### config.mk
export PLATFORM = sky130hd
export DESIGN_NAME = adc_ctrl
export DESIGN_NICKNAME = d
export VERILOG_FILES = /design/src/hdl/adc_pkg.sv /design/src/hdl/adc_ctrl.sv /design/src/hdl/conv_engine.sv
export VERILOG_INCLUDE_DIRS = /design/src /design/src/hdl
export SDC_FILE = /design/constraint.sdc
export NUM_CORES = 1
export LEC_CHECK = 0
export BUFFER_PORTS_ARGS = -buffer_cell sky130_fd_sc_hd__buf_2
export CAP_MARGIN = 20
export CELL_PAD_IN_SITES_DETAIL_PLACEMENT = 1
export CELL_PAD_IN_SITES_GLOBAL_PLACEMENT = 2
export CORE_ASPECT_RATIO = 0.75
export CORE_UTILIZATION = 36
export CTS_CLUSTER_SIZE = 25
export DETAILED_ROUTE_END_ITERATION = 16
export PLACE_DENSITY_LB_ADDON = 0.15
export SLEW_MARGIN = 20
export SYNTH_ARGS = -nofsm -noshare
export SYNTH_HDL_FRONTEND = slang
export SYNTH_HIERARCHICAL = 1
export SYNTH_SLANG_ARGS = --single-unit
### constraint.sdc
create_clock -name sys_clk -period 12.7 [get_ports sys_clk]
set_input_delay 2.54 -clock sys_clk [delete_from_list [all_inputs] [get_ports sys_clk]]
set_output_delay 2.54 -clock sys_clk [all_outputs]
set_load 0.01 [all_outputs]
### src/hdl/adc_cfg.svh
`ifndef ADC_CFG_SVH
`define ADC_CFG_SVH

// Register byte addresses on the AXI4-Lite slave.
`define ADC_CTRL_ADDR 12'hF70
`define ADC_RESULT_ADDR 12'hF74
`define ADC_STATUS_ADDR 12'hF78
`define ADC_MASK_ADDR 12'hF7C

// Control register field positions.
`define ADC_CTRL_GO_BIT 7
`define ADC_CTRL_RSV_BIT 6
`define ADC_CTRL_EXTREF_BIT 5
`define ADC_CTRL_REPEAT_BIT 4
`define ADC_CTRL_CHAN_LSB 0

// Reset values.
`define ADC_CTRL_RESET 8'h20
`define ADC_MASK_RESET 1'h0

// Conversion timing in system clock cycles.
`define ADC_SINGLE_CYCLES 13'h1409
`define ADC_REPEAT_MODE_SELECT_CYCLES 13'h0100

// Number of analog inputs and AXI responses.
`define ADC_NUM_INPUTS 5
`define ADC_RESP_OKAY 2'h0
`define ADC_RESP_SLVERR 2'h2

`endif

### src/hdl/adc_pkg.sv
package adc_pkg;

    // Control register layout, bit 7 down to bit 0.
    typedef struct packed {
        logic go;
        logic rsv;
        logic ext_ref;
        logic repeat_mode;
        logic [3:0] channel_select;
    } converter_control_t;

    // State of the decimating conversion engine.
    typedef struct packed {
        logic [12:0] cnt;
        logic [8:0] acc;
        logic [3:0][8:0] part;
        logic done;
        logic [9:0] result;
    } engine_state_t;

    // State of the register file and bus slave.
    typedef struct packed {
        logic awready;
        logic aw_held;
        logic [11:0] aw_addr;
        logic wready;
        logic w_held;
        logic [7:0] w_data;
        logic w_strb0;
        logic bvalid;
        logic [1:0] bresp;
        logic arready;
        logic rvalid;
        logic [1:0] rresp;
        logic [31:0] rdata;
        converter_control_t ctl;
        logic [9:0] result;
        logic status;
        logic mask;
        logic irq;
        logic [4:0] mux_onehot;
        logic ref_gen_en;
        logic mod_run;
    } top_state_t;

endpackage : adc_pkg

### src/hdl/adc_ctrl.sv
// Functional notes
// - Each conversion yields a 10-bit binary result.
// - Exactly one of five analog inputs is routed to the converter; the code routes none for channel codes above 0100.
// - Conversion completion raises an interrupt request.
// - Control register at F70: go, reserved, reference, repeat mode, channel.
// - Writing go as 1 starts a conversion on the selected channel.
// - Writing go as 1 during a conversion restarts it from the beginning.
// - Go reads 1 during conversion and hardware clears it on completion; in repeat mode the code leaves go set.
// - Writing go as 0 changes nothing.
// - Single-shot mode presents one result after 5129 cycles.
// - Repeat mode updates the result every 256 cycles.
// - Reference bit 0 enables internal reference, 1 selects external pin.
// - Channel codes 0000 to 0100 select inputs zero to four.
//
// Added by the designer: the AXI4-Lite register port.
`include "adc_cfg.svh"

module adc_ctrl (
    input wire logic sys_clk,
    input wire logic rst_n,
    input wire logic [11:0] s_axi_awaddr,
    input wire logic s_axi_awvalid,
    output logic s_axi_awready,
    input wire logic [31:0] s_axi_wdata,
    input wire logic [3:0] s_axi_wstrb,
    input wire logic s_axi_wvalid,
    output logic s_axi_wready,
    output logic [1:0] s_axi_bresp,
    output logic s_axi_bvalid,
    input wire logic s_axi_bready,
    input wire logic [11:0] s_axi_araddr,
    input wire logic s_axi_arvalid,
    output logic s_axi_arready,
    output logic [31:0] s_axi_rdata,
    output logic [1:0] s_axi_rresp,
    output logic s_axi_rvalid,
    input wire logic s_axi_rready,
    input wire logic mod_bit,
    output logic [4:0] mux_onehot,
    output logic ref_gen_en,
    output logic mod_run,
    output logic irq
);

    adc_pkg::top_state_t s_q, s_d;
    logic eng_start;
    logic eng_done;
    logic [9:0] eng_result;

    // Maps a channel code to a one-hot mux select; unused codes select nothing.
    function automatic logic [4:0] chan_decode(input logic [3:0] code);
        chan_decode = 5'h00;
        if (code < 4'(`ADC_NUM_INPUTS)) begin
            chan_decode = 5'(5'h01 << code);
        end
    endfunction : chan_decode

    // Returns the readable view of a register, or flags the address as unmapped.
    function automatic logic [32:0] reg_read(input logic [11:0] a, input adc_pkg::top_state_t s);
        reg_read = {1'b0, 32'h0000_0000};
        unique case (a)
            `ADC_CTRL_ADDR: reg_read = {1'b0, 24'h000000, s.ctl};
            `ADC_RESULT_ADDR: reg_read = {1'b0, 22'h000000, s.result};
            `ADC_STATUS_ADDR: reg_read = {1'b0, 31'h00000000, s.status};
            `ADC_MASK_ADDR: reg_read = {1'b0, 31'h00000000, s.mask};
            default: reg_read = {1'b1, 32'h0000_0000};
        endcase
    endfunction : reg_read

    // Register file, bus slave and conversion control all live in one state word.
    always_comb begin
        logic do_write;
        logic go_write;
        logic [32:0] rd;
        do_write = 1'b0;
        go_write = 1'b0;
        rd = 33'h0_0000_0000;
        eng_start = 1'b0;
        s_d = s_q;

        // Address and data are taken independently, in either order.
        if (s_axi_awvalid && s_q.awready) begin
            s_d.aw_held = 1'b1;
            s_d.aw_addr = s_axi_awaddr;
        end
        if (s_axi_wvalid && s_q.wready) begin
            s_d.w_held = 1'b1;
            s_d.w_data = s_axi_wdata[7:0];
            s_d.w_strb0 = s_axi_wstrb[0];
        end
        if (s_q.bvalid && s_axi_bready) begin
            s_d.bvalid = 1'b0;
        end
        do_write = s_q.aw_held && s_q.w_held && !s_q.bvalid;

        // Completion clears go outside repeat mode; a fresh go write in the same cycle still wins.
        if (eng_done) begin
            s_d.result = eng_result;
            s_d.status = 1'b1;
            if (!s_q.ctl.repeat_mode) begin
                s_d.ctl.go = 1'b0;
            end
        end

        if (do_write) begin
            s_d.aw_held = 1'b0;
            s_d.w_held = 1'b0;
            s_d.bvalid = 1'b1;
            s_d.bresp = `ADC_RESP_OKAY;
            unique case (s_q.aw_addr)
                `ADC_CTRL_ADDR: begin
                    if (s_q.w_strb0) begin
                        // Only a one on go has effect; a zero leaves go and the conversion alone.
                        s_d.ctl.rsv = s_q.w_data[`ADC_CTRL_RSV_BIT];
                        s_d.ctl.ext_ref = s_q.w_data[`ADC_CTRL_EXTREF_BIT];
                        s_d.ctl.repeat_mode = s_q.w_data[`ADC_CTRL_REPEAT_BIT];
                        s_d.ctl.channel_select = s_q.w_data[`ADC_CTRL_CHAN_LSB +: 4];
                        go_write = s_q.w_data[`ADC_CTRL_GO_BIT];
                    end
                end
                `ADC_RESULT_ADDR: begin
                end
                `ADC_STATUS_ADDR: begin
                    // Write one to clear, but a completion in this cycle keeps the bit set.
                    if (s_q.w_strb0 && s_q.w_data[0] && !eng_done) begin
                        s_d.status = 1'b0;
                    end
                end
                `ADC_MASK_ADDR: begin
                    if (s_q.w_strb0) begin
                        s_d.mask = s_q.w_data[0];
                    end
                end
                default: s_d.bresp = `ADC_RESP_SLVERR;
            endcase
        end

        // Go as one starts a conversion, or restarts one under way.
        if (go_write) begin
            s_d.ctl.go = 1'b1;
            eng_start = 1'b1;
        end

        // Read channel: one outstanding read, answered the cycle after it is taken.
        if (s_q.rvalid && s_axi_rready) begin
            s_d.rvalid = 1'b0;
        end
        if (s_axi_arvalid && s_q.arready) begin
            rd = reg_read(s_axi_araddr, s_q);
            s_d.rvalid = 1'b1;
            s_d.rdata = rd[31:0];
            s_d.rresp = rd[32] ? `ADC_RESP_SLVERR : `ADC_RESP_OKAY;
        end

        s_d.awready = !s_d.aw_held && !s_d.bvalid;
        s_d.wready = !s_d.w_held && !s_d.bvalid;
        s_d.arready = !s_d.rvalid;

        // Analog-side controls follow the control register directly.
        s_d.mux_onehot = chan_decode(s_d.ctl.channel_select);
        s_d.ref_gen_en = !s_d.ctl.ext_ref;
        s_d.mod_run = s_d.ctl.go;
        // Computed from the next state so the request rises with the clearing of go.
        s_d.irq = s_d.status && s_d.mask;
    end

    always_ff @(posedge sys_clk) begin
        if (!rst_n) begin
            s_q <= '0;
            s_q.ctl <= `ADC_CTRL_RESET;
            s_q.mask <= `ADC_MASK_RESET;
            s_q.ref_gen_en <= 1'b0;
            // Channel zero is selected from reset, so the mux must not jump on the first edge after release.
            s_q.mux_onehot <= 5'h01;
        end else begin
            s_q <= s_d;
        end
    end

    // The engine runs while go is set; its history is wiped by every go write.
    conv_engine u_engine (
        .sys_clk(sys_clk),
        .rst_n(rst_n),
        .start(eng_start),
        .run(s_q.ctl.go),
        .repeat_mode(s_q.ctl.repeat_mode),
        .mod_bit(mod_bit),
        .done(eng_done),
        .result(eng_result)
    );

    assign s_axi_awready = s_q.awready;
    assign s_axi_wready = s_q.wready;
    assign s_axi_bvalid = s_q.bvalid;
    assign s_axi_bresp = s_q.bresp;
    assign s_axi_arready = s_q.arready;
    assign s_axi_rvalid = s_q.rvalid;
    assign s_axi_rdata = s_q.rdata;
    assign s_axi_rresp = s_q.rresp;
    assign mux_onehot = s_q.mux_onehot;
    assign ref_gen_en = s_q.ref_gen_en;
    assign mod_run = s_q.mod_run;
    assign irq = s_q.irq;

endmodule : adc_ctrl

### src/hdl/conv_engine.sv
`include "adc_cfg.svh"

// Decimator for the modulator bit stream: ones are counted in 256-cycle slices and the
// last four slices are summed into a 10-bit result.
module conv_engine (
    input wire logic sys_clk,
    input wire logic rst_n,
    input wire logic start,
    input wire logic run,
    input wire logic repeat_mode,
    input wire logic mod_bit,
    output logic done,
    output logic [9:0] result
);

    adc_pkg::engine_state_t s_q, s_d;

    // Sums four slices and saturates, since four full slices reach 1024.
    function automatic logic [9:0] sum_sat(input logic [3:0][8:0] p);
        logic [10:0] t;
        t = 11'(p[0]) + 11'(p[1]) + 11'(p[2]) + 11'(p[3]);
        sum_sat = t[10] ? 10'h3FF : t[9:0];
    endfunction : sum_sat

    // A start wipes all history so that a restarted conversion owes nothing to the old one.
    always_comb begin
        logic [8:0] slice;
        logic slice_end;
        slice = 9'h000;
        slice_end = 1'b0;
        s_d = s_q;
        s_d.done = 1'b0;
        if (start) begin
            s_d.cnt = 13'h0000;
            s_d.acc = 9'h000;
            s_d.part = '0;
        end else if (run) begin
            slice = s_q.acc + 9'(mod_bit);
            slice_end = (s_q.cnt[7:0] == 8'hFF);
            s_d.acc = slice_end ? 9'h000 : slice;
            if (slice_end) begin
                s_d.part = {s_q.part[2:0], slice};
            end
            s_d.cnt = s_q.cnt + 13'h0001;
            // Continuous results every slice, single-shot after the full settling time.
            if (repeat_mode ? slice_end : (s_q.cnt == `ADC_SINGLE_CYCLES - 13'h0001)) begin
                s_d.done = 1'b1;
                s_d.result = sum_sat(s_d.part);
            end
        end
    end

    always_ff @(posedge sys_clk) begin
        if (!rst_n) begin
            s_q <= '0;
        end else begin
            s_q <= s_d;
        end
    end

    assign done = s_q.done;
    assign result = s_q.result;

endmodule : conv_engine
==> results.yml, run 1 <==
outcome:
  status: "finished clean"
worst_setup_path:
  timing.rr.end: "u_engine/result[9]"
  r2r_slack_ps: 8410
  critPathMaxFanout: 10
  r2r_cells: 13
  start_kind: "input port"
  worstReg2RegStart: "u_engine/s_q[60]"
  path_buf_inv: 3
  cp-end-kind: "flip-flop"
  crit_family: "adder cells"
  cp_slowest_cell: "fa_1"
  crit_top_cell: "ha_1"
  path_cells: "buf_2 > ha_1 > ha_1 > and3_1 > nand2_1 > xor2_1 > o21ai_1 > fa_1 > inv_1 > fa_1 > inv_1 > ha_1 > a21oi_1 > o21ai_0 > a211oi_1 > nand3_4 > a2bb2oi_1"
  worst_ep_arrival_time_ps: 6400
  crit_start: "mod_bit"
  crit_type: "in2reg"
  cpPeakStageDelay_ps: 520
  cp.required_ps: 13000
grt:
  grt_overflow_total: 0
  grt_pass1_vias: 5488
  grt_start_max_net_pins: 69
  antenna_found_initial: 0
  grt_pass1_wl_microns: 27830
  grt.total_usage_pct: 17.67
logic_synthesis:
  synth_area_per_cell_sq_um: 8.358
  synth_common_cells: "nand2_1, dfxtp_1, buf_4"
  synth_area_leaders: "dfxtp_1, nand2_1, buf_4"
  synth-simple-area-share_pct: 24.44
  synthArstFlopShare_pct: 0
  syn_inst: 844
  synth_top_area_share_pct: 38.60
  synth_fa_ha_area_share_pct: 7.591
  seq_area_frac_synth_pct: 38.60
  synth_cell_types: 61
  yosysWarnings: 6
  syn_area_sq_um: 7054
  synth-seq-cells: 136
  synth_xor_area_share_pct: 2.980
  yosysMostFrequentCell: "nand2_1"
  synth-main-ff-cell: "dfxtp_1"
  synth.largest_area_cell: "dfxtp_1"
  synth_mux_area_share_pct: 4.292
  synth_compound_area_share_pct: 12.34
  synth_edf_count: 0
  synth_top_family_by_area: "simple AND/OR/NAND/NOR gates"
cts:
  htree_levels: 4
  clock-root-buffer: "clkbuf_16"
  cts_buffers: 17
  cts_tree: "built"
  clk_latency_ps: 420
  postCtsHoldBufs: 0
  cts_resized: 0
  path_clk_slew_ps: 60
  cts_sinks: 136
  post_cts_buffers: 0
  cts_buffer_depth: 2
route:
  wirelength_microns: 16550
  routedWlPerCell_microns: 14.69
  drc_errors: 0
  viasPerCell: 4.946
  dr.pass1.iters: 4
  num_vias: 5569
  drtIter0Drc: 251
  ant_nets: 0
sta:
  fin_crit_sh_pct: 48.02
  slew_headroom_pct: 52.78
  hold_violations: 0
  tightestPinTransition_ps: 707.9
  rsz0062_at_grt: "false"
  fin_worst_skew_ps: 10.26
  fmaxAchievable_ghz: 0.1640
  drv_slew: 0
  period_minus_slack_ps: 6099
  setup_viol: 0
  tns_ps: 0
die:
  core_area_sq_um: 18830
  fp.dieArea_sq_um: 20170
  rows: 43
  dieWidth_microns: 163.6
  num_io_pins: 117
  initial_utilization_pct: 37.46
  fp.dieH_microns: 123.2
placement:
  post-dp-hpwl_microns: 11480
  place.gp.congestion: 0.7832
  dp.cells: 1094
  place_area_sq_um: 7253
  numPortBuffers: 65
layout:
  areaGrowthSynthToFinish_pct: 11.17
  diodes: 0
  num-nets-final: 966
  fin_area_sq_um: 7843
  nFillCells: 2282
  fin_cells: 1126
  drive_gt1_share_pct: 13.99
power:
  p_per_area_nw_per_um2: 123.5
  p_leak_nw: 3.112
  ir_drop_mv: 0.08159
worst_hold_path:
  min_from: "s_axi_rdata[4]"
  holdCritPathClass: "reg2reg"
  hold_end: "s_axi_rdata[4]"
  hold_depth: 2
run:
  maxCapViolCount: 0
[cells in the final DEF, fill, tap and decap left out, types with 13 or more instances in the layout]
cell type	instances
buf_2	65
nor2_1	37
clkbuf_16	17
nand3_1	13
mux2i_1	28
conb_1	24
fa_1	18
a21oi_1	47
nand2_1	231
xnor2_1	14
a21boi_0	32
ha_1	14
inv_1	27
o21ai_0	17
nor2b_1	14
dfxtp_1	136
[cell type report]
class                           count  area, sq um  share of cell area [%]
Clock inverter                     13        146.4                   1.867
Tap cell                          247        309.0                   3.941
Sequential cell                   136         2723                   34.72
Multi-Input combinational cell    612         3742                   47.72
Inverter                           27        101.3                   1.292
Clock buffer                       19        442.9                   5.648
Timing Repair Buffer               72        377.9                   4.818
[how the worst max path moves through the flow]
stage,endpoint,slack (ps),depth (start not counted)
finish,u_engine/result[0],6600,17
global route,u_engine/result[8],6410,17
CTS,u_engine/result[0],6580,15
detailed placement,u_engine/result[0],6140,17
global placement,u_engine/result[8],6180,17
floorplan,u_engine/result[8],6700,16
[per-layer routing]
layer,track usage (%),up-vias,routed length (microns)
met2,27.52,63,7431
met4,4.745,0,141
met5,0,-,0
met1,24.47,2733,8480
met3,4.126,10,492
li1,-,2763,-
[registers in the layout (all words and copies together) (netlist names), 5 cells and up]
register         flops
s_axi_rdata         10
mux_onehot           5
u_engine/result     10
s_q                 42
u_engine/s_q        58
[worst reg2reg max path: stages, from the launching register on]
cell	delay (ps)
dfxtp_1	450
nand4_2	240
or3_4	640
nand2_1	170
nand2_1	80
fa_1	570
fa_1	450
ha_1	250
fa_1	410
a21oi_1	300
o221ai_1	170
a21oi_1	190
xnor2_1	140
a2bb2oi_1	150
[through the flow]
stage	setup WS, ps	power [mW]	util (%)	hold WS, ps
after floorplan	6696	0.4721	-	426.3
after CTS	6576	0.9826	41.65	454.2
after global routing	6412	1.006	41.65	477.2
final	6601	0.9683	41.65	445.5
after detailed placement	6141	0.4803	38.52	439.7
after global placement	6181	0.4790	38.52	432.3
[report_power, final]
group	switching, mW	total [mW]	leakage [nW]	internal (mW)
sequential	0.00448	0.436	1.10	0.432
clock	0.202	0.498	0.284	0.296
combinational	0.0211	0.0340	1.73	0.0129
[logic make-up (layout without fill, tap and decap cells)]
kind of cell | after synthesis | in the layout
AND/OR/NAND/NOR | 370 | 370
adder cells (fa/ha/maj) | 32 | 32
AO/OA/AOI/OAI | 132 | 132
multiplexers | 30 | 30
flip-flops | 136 | 136
XOR/XNOR | 24 | 24
other | 1 | 24
buffers and inverters | 119 | 131
No activity file was read; power rests on OpenSTA's default activity.
==> run 2, diff against run 1 <==
- ABC_AREA: default -> 1
- CORE_UTILIZATION: 36 -> 29
- clock period: 12.7 -> 5.3 ns (I/O delays scaled with it)
==> run 2 against run 1 <==
Net effect:
- first-iteration DRC count shrank 9.2%
- setup slack lost 5700 ps
- flip-flop and latch count is the same
- global-route usage shrank 2.3 points
- via count grew 15%
- non-clock buffer count grew 1
- area after synthesis grew 7.5%
- sequential power grew 140%
- sequential share of layout area shrank 2.4 points
- worst hold slack gained 8.8 ps
- design area grew 7.6%
- critical path type is now reg2reg
==> results.yml, run 2 <==
placement:
  numPortBuffers: 65
  post-dp-hpwl_microns: 14200
  place.gp.congestion: 0.7491
logic_synthesis:
  syn_inst: 1072
  synth.largest_area_cell: "dfxtp_1"
  synth_common_cells: "nand2_1, inv_1, dfxtp_1"
  synth_top_family_by_area: "simple AND/OR/NAND/NOR gates"
  synthArstFlopShare_pct: 0
  synth_fa_ha_area_share_pct: 7.064
  yosysMostFrequentCell: "nand2_1"
  synth_edf_count: 0
  synth_mux_area_share_pct: 0
  syn_area_sq_um: 7581
  synth_xor_area_share_pct: 0.8087
  seq_area_frac_synth_pct: 35.91
  synth-simple-area-share_pct: 24.76
  synth_area_leaders: "dfxtp_1, nand2_1, inv_1"
  yosysWarnings: 6
  synth_cell_types: 45
  synth-seq-cells: 136
  synth-main-ff-cell: "dfxtp_1"
  synth_area_per_cell_sq_um: 7.072
  synth_top_area_share_pct: 35.91
  synth_compound_area_share_pct: 14.56
layout:
  top_regs: "u_engine/s_q x58, s_q x42"
  layout_commonest_cell: "nand2_1"
  diodes: 0
  top_register: "u_engine/s_q"
  areaGrowthSynthToFinish_pct: 11.29
  largest_reg_flops: 58
  num-nets-final: 1200
  mostFrequentLayoutCells: "nand2_1, inv_1, dfxtp_1"
  drive_gt1_share_pct: 13.58
power:
  p_clk_share_pct: 48.5
  p_int_mw: 1.706
  finalPower_mw: 2.245
  power.switching_uw: 538.9
  sw_frac_of_total_pct: 24.00
  ir_drop_mv: 0.2041
  p_per_area_nw_per_um2: 266.1
  seqPwrFrac_pct: 46.9
  p_comb_share_pct: 4.6
  p_leak_nw: 4.039
sta:
  tns_ps: 0
  fmaxAchievable_ghz: 0.2265
  fin_worst_skew_ps: 8.572
  setup_viol: 0
  slew_headroom_pct: 58.40
  fin_crit_sh_pct: 83.31
  tightestPinTransition_ps: 623.9
  drv_slew: 0
  rsz0062_at_grt: "false"
  hold_violations: 0
  period_minus_slack_ps: 4416
worst_setup_path:
  crit_start: "u_engine/s_q[56]"
  crit_type: "reg2reg"
  crit_end: "u_engine/result[4]"
  start_kind: "flip-flop"
  worst_ep_arrival_time_ps: 4730
  cp-end-kind: "flip-flop"
  cp.required_ps: 5610
  r2r_slack_ps: 880
  timing.rr.end: "u_engine/result[4]"
  worstReg2RegStart: "u_engine/s_q[56]"
  critPathMaxFanout: 26
  r2r_cells: 18
worst_hold_path:
  min_from: "s_q[73]"
  holdCritPathClass: "reg2reg"
route:
  drtIter0Drc: 228
  ant_nets: 0
  wirelength_microns: 19290
  num_vias: 6391
  routedWlPerCell_microns: 13.31
  viasPerCell: 4.408
  drc_errors: 0
  dr.pass1.iters: 4
cts:
  postCtsHoldBufs: 0
  cts_resized: 0
  cts_tree: "built"
  cts_sinks: 136
  cts_buffers: 17
  clock-root-buffer: "clkbuf_16"
  cts_buffer_depth: 2
  path_clk_slew_ps: 60
  post_cts_buffers: 0
  htree_levels: 4
  clk_latency_ps: 420
die:
  num_io_pins: 117
  fp.dieH_microns: 142.0
  initial_utilization_pct: 29.92
  rows: 50
  core_area_sq_um: 25340
  fp.dieArea_sq_um: 26800
  dieWidth_microns: 188.7
grt:
  grt_pass1_vias: 6303
  grt_overflow_total: 0
  grt.total_usage_pct: 15.37
  antenna_found_initial: 0
  grt_start_max_net_pins: 57
  grt_pass1_wl_microns: 32620
run:
  maxCapViolCount: 0
outcome:
  status: "finished clean"
==> run 2: changes by cell type after synthesis, moves of 24 or more <==
cell      previous run  this run
a21boi_0            32         1
a21oi_1             47        80
o21ai_1              8        48
inv_1               27       181
nor2_1              37       115
nand3_1             13        37
o21ai_0             17        50
nand2_1            231       202
mux2i_1             28         0
==> run 2: logic make-up (layout without fill, tap and decap cells) <==
family	after synthesis	in the layout
AO/OA/AOI/OAI	204	204
XOR/XNOR	7	7
adder cells (fa/ha/maj)	32	32
buffers and inverters	276	293
flip-flops	136	136
other	1	24
AND/OR/NAND/NOR	416	416
==> run 2: layout make-up <==
type,instances,area [sq um]
flip-flops and latches,136,2723
multi-input cells,683,3667
repair buffers,73,385.4
well taps,338,422.9
clock buffers,25,485.5
clock inverters,6,42.54
fillers,3212,16900
inverters,189,710.7
==> run 2: layer usage <==
metal | vias to the layer above | GRT usage [%] | share of wire [%]
met5 | - | 0 | 0
met4 | 0 | 4.329 | 0.90
met3 | 10 | 2.811 | 2.1
met2 | 62 | 22.50 | 41
met1 | 2984 | 22.74 | 56
li1 | 3335 | - | -
==> run 2: power by group through the flow <==
| stage | Clock, mW | Combinational [mW] | Sequential, mW |
|---|---|---|---|
| final | 1.09 | 0.104 | 1.05 |
| after global routing | 1.18 | 0.120 | 1.05 |
| after CTS | 1.13 | 0.107 | 1.05 |
| after detailed placement | 0 | 0.106 | 1.07 |
| after global placement | 0 | 0.105 | 1.07 |
| after floorplan | 0 | 0.0821 | 1.07 |
==> run 2: stage by stage <==
stage / setup WS [ps] / hold WS, ps / utilization, % / instance area, sq um / cells
6_report: 884.3 / 454.3 / 33.30 / 8437 / 1450
5_1_grt: 445.5 / 483.1 / 33.30 / 8437 / 1450
4_1_cts: 778.9 / 455.1 / 33.30 / 8437 / 1450
3_5_place_dp: 522.9 / 443.5 / 31.21 / 7909 / 1419
3_3_place_gp: 558.3 / 443.7 / 31.21 / 7909 / 1419
2_1_floorplan: 1166 / 422.0 / - / 7667 / 1095
==> run 2: how the worst min path moves through the flow <==
stage	slack, ps	endpoint	cells past startpoint
after floorplan	420	ref_gen_en	1
after global placement	440	s_q[73]	2
after detailed placement	440	s_q[73]	2
after CTS	460	s_q[73]	2
after global routing	480	s_q[16]	2
final	450	s_q[73]	2
==> run 2: worst max-delay path, cell delays in order (launching register included) <==
cell and delay, ps:
dfxtp_1 340, ha_1 230, nand2_1 90, nor2_2 50, nand2_2 420, clkinv_2 380, nand3_1 240, o21ai_0 210
fa_1 550, inv_1 50, fa_1 490, inv_1 40, ha_1 360, nand2_1 160, nor2_1 90, a21oi_2 330
nand2_1 110, nor2_1 110, nor2_1 50
